**config.mk**
```make
export PLATFORM = sky130hd
export DESIGN_NAME = emb_bus_ctrl
export DESIGN_NICKNAME = d
export VERILOG_FILES = /design/src/emb_pkg.sv /design/src/emb_bus_ctrl.sv /design/src/emb_cycle_timer.sv
export VERILOG_INCLUDE_DIRS = /design/src
export SDC_FILE = /design/constraint.sdc
export NUM_CORES = 1
export LEC_CHECK = 0
export BUFFER_PORTS_ARGS = -buffer_cell sky130_fd_sc_hd__buf_2
export CAP_MARGIN = 20
export CORE_MARGIN = 8
export CORE_UTILIZATION = 39
export CTS_BUF_LIST = sky130_fd_sc_hd__clkbuf_8
export DETAILED_ROUTE_END_ITERATION = 10
export PLACE_DENSITY_LB_ADDON = 0.05
export SKIP_CTS_REPAIR_TIMING = 1
export SLEW_MARGIN = 20
export SYNTH_ARGS = -nofsm -noshare
export SYNTH_HDL_FRONTEND = slang
export SYNTH_SLANG_ARGS = --single-unit
```
**constraint.sdc**
```tcl
create_clock -name sys_clk -period 7.9 [get_ports sys_clk]
set_input_delay 0.395 -clock sys_clk [delete_from_list [all_inputs] [get_ports sys_clk]]
set_output_delay 0.395 -clock sys_clk [all_outputs]
set_load 0.01 [all_outputs]
```
**src/emb_defines.svh**
```systemverilog
// timing, field and address constants of the external memory bus controller
`ifndef EMB_DEFINES_SVH
`define EMB_DEFINES_SVH

// machine cycle of twelve oscillator periods, two address slots of six each
`define EMB_PHASE_LAST 4'hb
`define EMB_HALF 4'h6

// fetch slot, phases counted within the half machine cycle
`define EMB_SLOT_ALE_END 3'h1
`define EMB_SLOT_ADDR_END 3'h2
`define EMB_SLOT_FETCH_FIRST 3'h3
`define EMB_SLOT_FETCH_LAST 3'h4
`define EMB_SLOT_SAMPLE 3'h5

// data cycle, phases counted within the whole machine cycle
`define EMB_DATA_ALE_END 4'h1
`define EMB_DATA_ADDR_END 4'h2
`define EMB_DATA_WR_FIRST 4'h3
`define EMB_DATA_WR_LAST 4'ha
`define EMB_DATA_STB_FIRST 4'h4
`define EMB_DATA_STB_LAST 4'h9
`define EMB_DATA_SAMPLE 4'ha
`define EMB_DATA_ACCEPT 4'hb

// internal code space ends at 16384, external space reaches 64k
`define EMB_INT_ROM_LIMIT 16'h4000

// power control register
`define EMB_QUIET_BIT 5
`define EMB_QUIET_RESET 1'h0

// port reset levels
`define EMB_PORT_ALL_ONES 8'hff
`define EMB_PORT_ALL_ZERO 8'h00

`endif

```
**src/emb_pkg.sv**
```systemverilog
// types of the external memory bus controller
package emb_pkg;

    typedef enum logic {
        EMB_FETCH_CYCLE,
        EMB_DATA_CYCLE
    } emb_cycle_kind_t;

    typedef struct packed {
        logic write;
        logic wide;
        logic [15:0] addr;
        logic [7:0] wdata;
    } emb_data_req_t;

    typedef struct packed {
        logic [7:0] out;
        logic [7:0] oeN;
    } emb_pin_t;

endpackage : emb_pkg

```
**src/emb_bus_ctrl.sv**
```systemverilog
// external program and data memory bus control with latch strobe quieting
`timescale 1ns/1ps
`include "emb_defines.svh"

module emb_bus_ctrl (
    input wire logic sys_clk,
    input wire logic reset,
    input wire logic externalCodeSelect,
    input wire logic idleMode,
    input wire logic powerDownMode,
    input wire logic powerCtrlWrEn,
    input wire logic [7:0] powerCtrlWrData,
    input wire logic [15:0] fetchAddr,
    input wire logic dataReq,
    input wire emb_pkg::emb_data_req_t dataCmd,
    input wire logic [7:0] lowPortReg,
    input wire logic [7:0] upperPortReg,
    input wire logic [7:0] lowBusPortIn,
    output emb_pkg::emb_pin_t lowBusPort,
    output logic [7:0] upperAddressPort,
    output logic addrLatchStrobe,
    output logic programFetchStrobeN,
    output logic writeStrobeN,
    output logic readStrobeN,
    output logic latchQuietBit,
    output logic fetchValid,
    output logic [7:0] fetchData,
    output logic dataAck,
    output logic [7:0] dataRdata
);

    logic [3:0] phase;
    logic [2:0] sub;
    logic [15:0] curAddr;
    logic extSlot;
    logic asleep;

    logic latchQuiet_ff, nxt_latchQuiet;
    logic codeSelLatched_ff, nxt_codeSelLatched;
    logic codeSelCaught_ff, nxt_codeSelCaught;
    emb_pkg::emb_cycle_kind_t cycle_ff, nxt_cycle;
    emb_pkg::emb_data_req_t cmd_ff, nxt_cmd;
    logic [15:0] slotAddr_ff, nxt_slotAddr;

    emb_pkg::emb_pin_t lowBus_ff, nxt_lowBus;
    logic [7:0] upper_ff, nxt_upper;
    logic ale_ff, nxt_ale;
    logic fetchStbN_ff, nxt_fetchStbN;
    logic wrN_ff, nxt_wrN;
    logic rdN_ff, nxt_rdN;
    logic fetchValid_ff, nxt_fetchValid;
    logic [7:0] fetchData_ff, nxt_fetchData;
    logic dataAck_ff, nxt_dataAck;
    logic [7:0] dataRdata_ff, nxt_dataRdata;

    // position within the half machine cycle
    function automatic logic [2:0] subPhase(input logic [3:0] p);
        logic [3:0] s;
        s = (p >= `EMB_HALF) ? p - `EMB_HALF : p;
        return s[2:0];
    endfunction : subPhase

    // a fetch leaves the chip when external code was chosen or past internal ROM
    function automatic logic isExternal(input logic [15:0] a, input logic intSel);
        return !intSel || (a >= `EMB_INT_ROM_LIMIT);
    endfunction : isExternal

    emb_cycle_timer u_timer (
        .sys_clk(sys_clk),
        .reset(reset),
        .phase(phase)
    );

    always_comb begin
        sub = subPhase(phase);
        curAddr = (sub == 3'h0) ? fetchAddr : slotAddr_ff;
        // before the capture edge the strap itself decides, so no stray external slot
        extSlot = isExternal(curAddr, nxt_codeSelLatched);
        asleep = idleMode || powerDownMode;
    end

    // control state: quiet bit, code source capture, cycle kind
    always_comb begin
        nxt_latchQuiet = powerCtrlWrEn ? powerCtrlWrData[`EMB_QUIET_BIT]
                                       : latchQuiet_ff;
        // a strap cannot load under async reset, so it is caught on the first edge after
        nxt_codeSelCaught = 1'b1;
        nxt_codeSelLatched = codeSelCaught_ff ? codeSelLatched_ff
                                              : externalCodeSelect;
        nxt_slotAddr = (sub == 3'h0) ? fetchAddr : slotAddr_ff;
        nxt_cycle = cycle_ff;
        nxt_cmd = cmd_ff;
        if (phase == `EMB_DATA_ACCEPT) begin
            // no back-to-back data cycles: a data cycle is always followed by a fetch cycle
            if (dataReq && !asleep && cycle_ff != emb_pkg::EMB_DATA_CYCLE) begin
                nxt_cycle = emb_pkg::EMB_DATA_CYCLE;
                nxt_cmd = dataCmd;
            end else begin
                nxt_cycle = emb_pkg::EMB_FETCH_CYCLE;
            end
        end
    end

    always_ff @(posedge sys_clk or posedge reset) begin
        if (reset) begin
            latchQuiet_ff <= `EMB_QUIET_RESET;
            codeSelCaught_ff <= 1'b0;
            codeSelLatched_ff <= 1'b0;
            slotAddr_ff <= 16'h0000;
            cycle_ff <= emb_pkg::EMB_FETCH_CYCLE;
            cmd_ff <= '0;
        end else begin
            latchQuiet_ff <= nxt_latchQuiet;
            codeSelCaught_ff <= nxt_codeSelCaught;
            codeSelLatched_ff <= nxt_codeSelLatched;
            slotAddr_ff <= nxt_slotAddr;
            cycle_ff <= nxt_cycle;
            cmd_ff <= nxt_cmd;
        end
    end

    // pin state: every pin is registered, so pins lag the phase by one clock
    always_comb begin
        nxt_ale = 1'b0;
        nxt_fetchStbN = 1'b1;
        nxt_wrN = 1'b1;
        nxt_rdN = 1'b1;
        nxt_upper = upperPortReg;
        nxt_lowBus.out = `EMB_PORT_ALL_ZERO;
        nxt_lowBus.oeN = lowPortReg;
        nxt_fetchValid = 1'b0;
        nxt_fetchData = fetchData_ff;
        nxt_dataAck = 1'b0;
        nxt_dataRdata = dataRdata_ff;
        unique case (cycle_ff)
            emb_pkg::EMB_DATA_CYCLE: begin
                // first pulse carries the data address, second is dropped
                nxt_ale = (phase <= `EMB_DATA_ALE_END);
                nxt_upper = cmd_ff.wide ? cmd_ff.addr[15:8] : upperPortReg;
                nxt_lowBus.oeN = `EMB_PORT_ALL_ONES;
                if (phase <= `EMB_DATA_ADDR_END) begin
                    nxt_lowBus.out = cmd_ff.addr[7:0];
                    nxt_lowBus.oeN = `EMB_PORT_ALL_ZERO;
                end else if (cmd_ff.write && phase >= `EMB_DATA_WR_FIRST
                             && phase <= `EMB_DATA_WR_LAST) begin
                    nxt_lowBus.out = cmd_ff.wdata;
                    nxt_lowBus.oeN = `EMB_PORT_ALL_ZERO;
                end
                if (phase >= `EMB_DATA_STB_FIRST && phase <= `EMB_DATA_STB_LAST) begin
                    nxt_wrN = !cmd_ff.write;
                    nxt_rdN = cmd_ff.write;
                end
                if (!cmd_ff.write && phase == `EMB_DATA_SAMPLE) begin
                    nxt_dataRdata = lowBusPortIn;
                end
                nxt_dataAck = (phase == `EMB_DATA_SAMPLE);
                // fetch strobe stays idle for the whole cycle
            end
            emb_pkg::EMB_FETCH_CYCLE: begin
                if (!asleep) begin
                    // quiet only holds for internal fetches below the ROM limit
                    nxt_ale = (sub <= `EMB_SLOT_ALE_END)
                              && (!latchQuiet_ff || extSlot);
                    if (extSlot) begin
                        nxt_upper = curAddr[15:8];
                        nxt_lowBus.oeN = `EMB_PORT_ALL_ONES;
                        if (sub <= `EMB_SLOT_ADDR_END) begin
                            nxt_lowBus.out = curAddr[7:0];
                            nxt_lowBus.oeN = `EMB_PORT_ALL_ZERO;
                        end
                        nxt_fetchStbN = !(sub >= `EMB_SLOT_FETCH_FIRST
                                      && sub <= `EMB_SLOT_FETCH_LAST);
                        if (sub == `EMB_SLOT_SAMPLE) begin
                            nxt_fetchValid = 1'b1;
                            nxt_fetchData = lowBusPortIn;
                        end
                    end
                end
            end
        endcase
        // sleep levels override the schedule while quiet
        if (latchQuiet_ff && idleMode) begin
            nxt_ale = 1'b1;
        end else if (latchQuiet_ff && powerDownMode) begin
            nxt_ale = 1'b0;
        end
    end

    always_ff @(posedge sys_clk or posedge reset) begin
        if (reset) begin
            ale_ff <= 1'b0;
            fetchStbN_ff <= 1'b1;
            wrN_ff <= 1'b1;
            rdN_ff <= 1'b1;
            upper_ff <= `EMB_PORT_ALL_ONES;
            lowBus_ff.out <= `EMB_PORT_ALL_ZERO;
            lowBus_ff.oeN <= `EMB_PORT_ALL_ONES;
            fetchValid_ff <= 1'b0;
            fetchData_ff <= 8'h00;
            dataAck_ff <= 1'b0;
            dataRdata_ff <= 8'h00;
        end else begin
            ale_ff <= nxt_ale;
            fetchStbN_ff <= nxt_fetchStbN;
            wrN_ff <= nxt_wrN;
            rdN_ff <= nxt_rdN;
            upper_ff <= nxt_upper;
            lowBus_ff <= nxt_lowBus;
            fetchValid_ff <= nxt_fetchValid;
            fetchData_ff <= nxt_fetchData;
            dataAck_ff <= nxt_dataAck;
            dataRdata_ff <= nxt_dataRdata;
        end
    end

    assign addrLatchStrobe = ale_ff;
    assign programFetchStrobeN = fetchStbN_ff;
    assign writeStrobeN = wrN_ff;
    assign readStrobeN = rdN_ff;
    assign upperAddressPort = upper_ff;
    assign lowBusPort = lowBus_ff;
    assign latchQuietBit = latchQuiet_ff;
    assign fetchValid = fetchValid_ff;
    assign fetchData = fetchData_ff;
    assign dataAck = dataAck_ff;
    assign dataRdata = dataRdata_ff;
endmodule : emb_bus_ctrl

```
**src/emb_cycle_timer.sv**
```systemverilog
// machine cycle phase counter running on the oscillator clock
`timescale 1ns/1ps
`include "emb_defines.svh"

module emb_cycle_timer (
    input wire logic sys_clk,
    input wire logic reset,
    output logic [3:0] phase
);

    logic [3:0] phase_ff;
    logic [3:0] nxt_phase;

    always_comb begin
        nxt_phase = (phase_ff == `EMB_PHASE_LAST) ? 4'h0 : phase_ff + 4'h1;
    end

    always_ff @(posedge sys_clk or posedge reset) begin
        if (reset) begin
            phase_ff <= 4'h0;
        end else begin
            phase_ff <= nxt_phase;
        end
    end

    assign phase = phase_ff;

endmodule : emb_cycle_timer

```
==> Yosys cells after proc, flatten, opt, wreduce, memory -nomap -nowiden <==
Index checks and enable logic that the tools add are counted.
{ "totals": {"out_inout_bits": 47, "register_bits": 96, "wordCells": 93} }
{ "classes": {"muxes": 31, "n_reduce_logical": 22, "bitwise_logic": 2, "magnitude_cmp": 12, "n_eq_ne": 3, "add_sub_neg": 2} }
{ "op_table": {"columns": ["op", "n"], "rows": [
  ["$mux 16", 6],
  ["$pmux 16 s2", 1],
  ["$mux 8", 3],
  ["$mux 1", 17],
  ["$ge 16x15->1 const B", 1],
  ["$pmux 8 s2", 1],
  ["$logic_and 1x1->1", 10],
  ["$eq 4x4->1 const B", 2],
  ["$ge 4x3->1 const B", 2],
  ["$le 4x4->1 const B", 2],
  ["$logic_not 1->1", 5],
  ["$add 4x1->4 const B", 1],
  ["$ge 4x2->1 const B", 1],
  ["$le 4x1->1 const B", 1],
  ["$le 4x2->1 const B", 1],
  ["$mux 4", 1],
  ["$reduce_and 2->1", 2],
  ["$reduce_and 4->1", 1],
  ["$eq 3x3->1 const B", 1],
  ["$ge 3x2->1 const B", 1],
  ["$le 3x1->1 const B", 1],
  ["$le 3x2->1 const B", 1],
  ["$le 3x3->1 const B", 1],
  ["$logic_not 3->1", 1],
  ["5 further kinds", 8]
]} }

==> Logic depth before layout (Yosys ltp) <==
{ "depth": {"ltp_word": 12, "ltp_mapped": 10} }

==> Hierarchy <==
A second synthesis with hierarchy kept.
{ "unflattened": {"hier_cells": 320, "area_unflattened_um2": 4125.2} }
{ "by_module_without_submodules": {"columns": ["module", "cells_each", "area_each_um2", "seq_area_each_um2", "instances"], "rows": [
  ["emb_bus_ctrl", 305, 3951.3, 2326.0, 1],
  ["emb_cycle_timer", 15, 173.9, 100.1, 1]
]} }

==> Worst setup path before layout <==
No wires, ideal clock.
{ "synth_timing": {"kind": "register to register", "start": "register u_timer.phase_ff[1] (netlist: u_timer.phase[1])", "end": "register upper_ff[4] (netlist: upperAddressPort[4])", "period_less_slack_ns": 2.285, "arrival_time_ns": 2.202, "setup_slack_ns": 5.615, "path_stages_with_launch": 10, "setup_time_ns": 0.083, "path_cell_list": "dfrtp_1 > buf_6 > inv_1 > ha_1 > o211a_1 > o21a_1 > buf_6 > buf_4 > mux2_1 > a221o_1"} }
{ "synth_between": {"elab_chain_len": 9, "elab_cells_between_ends": 10} }
{ "synth_rtl": {"columns": ["element", "line_no", "rtl"], "rows": [
  ["from (decl)", "emb_cycle_timer.sv:11", "logic [3:0] phase_ff;"],
  ["from (signal assigned)", "emb_cycle_timer.sv:22", "phase_ff <= nxt_phase;"],
  ["$ge 4x3->1 (no line) / $sub 3x3->3 (equally long branches)", null, null],
  ["$mux 3 *", "emb_bus_ctrl.sv:59", "s = (p >= `EMB_HALF) ? p - `EMB_HALF : p;"],
  ["$logic_not 3->1 *", "emb_bus_ctrl.sv:76", "curAddr = (sub == 3'h0) ? fetchAddr : slotAddr_ff;"],
  ["$mux 16 *", null, null],
  ["net curAddr[12]", "emb_bus_ctrl.sv:34", "logic [15:0] curAddr;"],
  ["$ge 16x15->1 (no line)", null, null],
  ["$logic_or 1x1->1", "emb_bus_ctrl.sv:65", "return !intSel || (a >= `EMB_INT_ROM_LIMIT);"],
  ["$mux 8 *", "emb_bus_ctrl.sv:164", "if (extSlot) begin"],
  ["$mux 8 *", "emb_bus_ctrl.sv:160", "if (!asleep) begin"],
  ["$pmux 8 s2 *", "emb_bus_ctrl.sv:135", "unique case (cycle_ff)"],
  ["net nxt_upper[4]", "emb_bus_ctrl.sv:46", "logic [7:0] upper_ff, nxt_upper;"],
  ["to (signal assigned)", "emb_bus_ctrl.sv:195", "upper_ff <= `EMB_PORT_ALL_ONES;"],
  ["to (signal assigned)", "emb_bus_ctrl.sv:207", "upper_ff <= nxt_upper;"],
  ["to (decl)", "emb_bus_ctrl.sv:46", null]
]} }
Mark *: on every way through the listed nets, which the timed path passes. The rest lies on a longest branch.
A chain may end at the register's enable or synchronous reset.

==> impl_metrics.toml <==
[routing]
wire_per_inst_um = 17.67
drc = 0
drtPass1Iterations = 4
dr_total_vias = 2952
via_per_inst = 5.081
drt_iter0_drc = 95
ant_nets = 0
routed_wl_um = 10270

[logic_synthesis]
synth_compound_area_share_pct = 12.91
avgSynthCellArea_um2 = 13.15
netlist.area_leader.share_pct = 45.93
syn_area_mm2 = 0.004195
synthFlopType = "dfrtp_1"
yosys.area_share.simple_pct = 5.726
synth_edf_count = 0
syn_nets = 407
ys_types = 47
ys_seq_area_share_pct = 57.83
ys_ff_latch = 96
synth_xor_xnor_area_share_pct = 0.2088
synth.area.mux_share_pct = 17.75
synthCells = 319
yosysTopAreaCell = "dfrtp_1"
synthAdderAreaFrac_pct = 2.326
yosysWarnings = 0
ys_async_sr_fraction_pct = 100.0
synth_area_leaders = "dfrtp_1, mux2_2, dfstp_2, ha_1, a221o_1"
synth_top_family_by_area = "multiplexers"

[sta]
rsz0062_at_grt = "no"
slew-limit-headroom_pct = 38.72
post-route-period-util_pct = 41.96
finalSetupViolations = 0
worst_hold_slack_ps = 233.1
setup_tns_ps = 0
fin_skew_ps = 11.11
slew_viol_final = 0
tightest_slew_ps = 919.2
hold_viol_final = 0
layout_min_cycle_time_ps = 3315
fmax_ghz = 0.3017

[setup_path]
critPathRequiredTime_ps = 8170
reg2regPathDepth = 7
cp.arrival_ps = 3590
cp-start-kind = "register"
end_kind = "register"
crit_fanout = 18
r2r_start = "u_timer.phase[1]"
path_class = "register to register"
cp-startpoint = "u_timer.phase[1]"

[final_layout]
utilization_pct = 48.27
syn_to_final_growth_pct = 22.55
fin_nets = 524
finalNonFillerCells = 581
n_antenna_cell = 0
final_area_mm2 = 0.005141
final_layout_size_suffix_gt1_share_pct = 50.11

[placed_design]
dp_hpwl_um = 7437
port_buffers = 120
gp_congestion = 0.7645
dpl.cell_count = 564
place_area_mm2 = 0.004890

[min_path]
min_path_type = "primary input to register"
hp-start = "lowPortReg[1]"
whs_path_depth = 2

[clock_network]
cts_buffers = 9
worstSkewPairLatency_ps = 360
root_buffer = "clkbuf_8"
clock-sinks = 96
clk_pin_slew_ps = 90
cts_tree = "built"
h-tree-depth = 3
clk_path_buf_depth = 2

[power_and_ir_drop]
ir_worst_vdd_uv = 130.5
p_per_area_mw_per_mm2 = 198.4
p_seq_share_pct = 53.2
p_sw_share_pct = 23.62
switching_power_mw = 0.2408
p_int_mw = 0.7790
power_leakage_nw = 2.534
p_comb_share_pct = 10.5
clockPowerShare_pct = 36.3

[die]
start_util_pct = 39.39
io-pin-count = 128
rows = 38
die_h_um = 119.7
die-width_um = 119.7
die_area_mm2 = 0.01433
core_area_mm2 = 0.01065

[run_status]
status = "completed"

[global_routing]
grt_pass1_vias = 3291
grt_usage_pct = 14.65
grt_pass1_wl_um = 16790
antenna_found_initial = 1
grt_overflow = 0
grt_max_degree = 85

[flow_run]
cap_violations = 0
Yosys cell counts (all sizes together), types with 2 or more instances:
master   count
a21o         9
a21oi        9
a221o        8
a31oi        6
a32oi        3
and3         3
buf         11
clkbuf       7
dfrtp       77
dfstp       19
ha           7
inv          6
mux2        59
mux2i        8
nand2        8
nand2b       2
nand4        7
nor2        18
nor2b        2
nor3         4
o211a        2
o211ai       4
o21ai       13
o22ai        2
o2bb2ai      9
o31a         2
power by group through the flow:
stage	clock, mW	combinational, mW	sequential (mW)
after floorplan	0	0.0511	0.557
after global placement	0	0.108	0.551
after detailed placement	0	0.109	0.552
after CTS	0.386	0.109	0.543
after global routing	0.399	0.119	0.547
final	0.370	0.107	0.543
cell families after synthesis:
group / count (synthesis)
DFF: 96
AOI/OAI and AO/OA: 73
muxes: 67
and+or+nand+nor: 48
buffers and inverters: 25
adders and majority gates: 8
other: 1
xor gates and xnor gates: 1
path summary, 6_finish.rpt:
check,end,slack [ps]
min in group asynchronous,fetchData[4],470
max in group asynchronous,slotAddr_ff[11],6460
max,lowBusPort[8],4590
min,lowBusPort[1],230
max reg2reg,lowBusPort[8],4590
min reg2reg,slotAddr_ff[12],500
cell type report:
type / count / area, um2
Multi-Input combinational cell: 198 / 1637
Fill cell: 1020 / 5509
Tap cell: 140 / 175.2
Timing Repair Buffer: 124 / 636.9
Clock buffer: 11 / 151.4
Sequential cell: 96 / 2426
Inverter: 7 / 28.78
Clock inverter: 5 / 86.33
cell usage in the layout (no fill, tap or decap), types with 9 or more instances in the layout:
cell type,instances
a21o_1,9
a21oi_1,9
buf_2,120
clkbuf_8,11
dfrtp_1,77
dfstp_2,19
mux2_2,57
nor2_1,18
o21ai_0,12
o2bb2ai_1,9
state kept, by name (all words and copies together), names as in the netlist, 4 cells and up:
signal / flops
cmd_ff: 26
lowBusPort: 16
slotAddr_ff: 16
dataRdata: 8
fetchData: 8
upperAddressPort: 8
u_timer.phase: 4
worst max-delay path, stage by stage, from the launching register on:
cell	delay, ps
dfrtp_1	630
inv_1	150
ha_1	390
o211a_1	210
o21a_1	750
o211ai_1	270
nor2b_1	640
o2bb2ai_1	180
through the flow:
step,total power [mW],setup WS [ps]
6_report,1.020,4585
5_1_grt,1.065,4277
4_1_cts,1.038,4520
3_5_place_dp,0.6615,4539
3_3_place_gp,0.6590,4536
2_1_floorplan,0.6082,5031
layer usage:
| layer | vias up | part of all wire [%] | GRT usage [%] |
|---|---|---|---|
| li1 | 1400 | - | - |
| met1 | 1456 | 42 | 17.52 |
| met2 | 85 | 47 | 23.40 |
| met3 | 9 | 9.5 | 6.247 |
| met4 | 2 | 1.1 | 4.684 |
| met5 | - | 0.078 | 0 |
No activity file was read; power rests on OpenSTA's default activity.
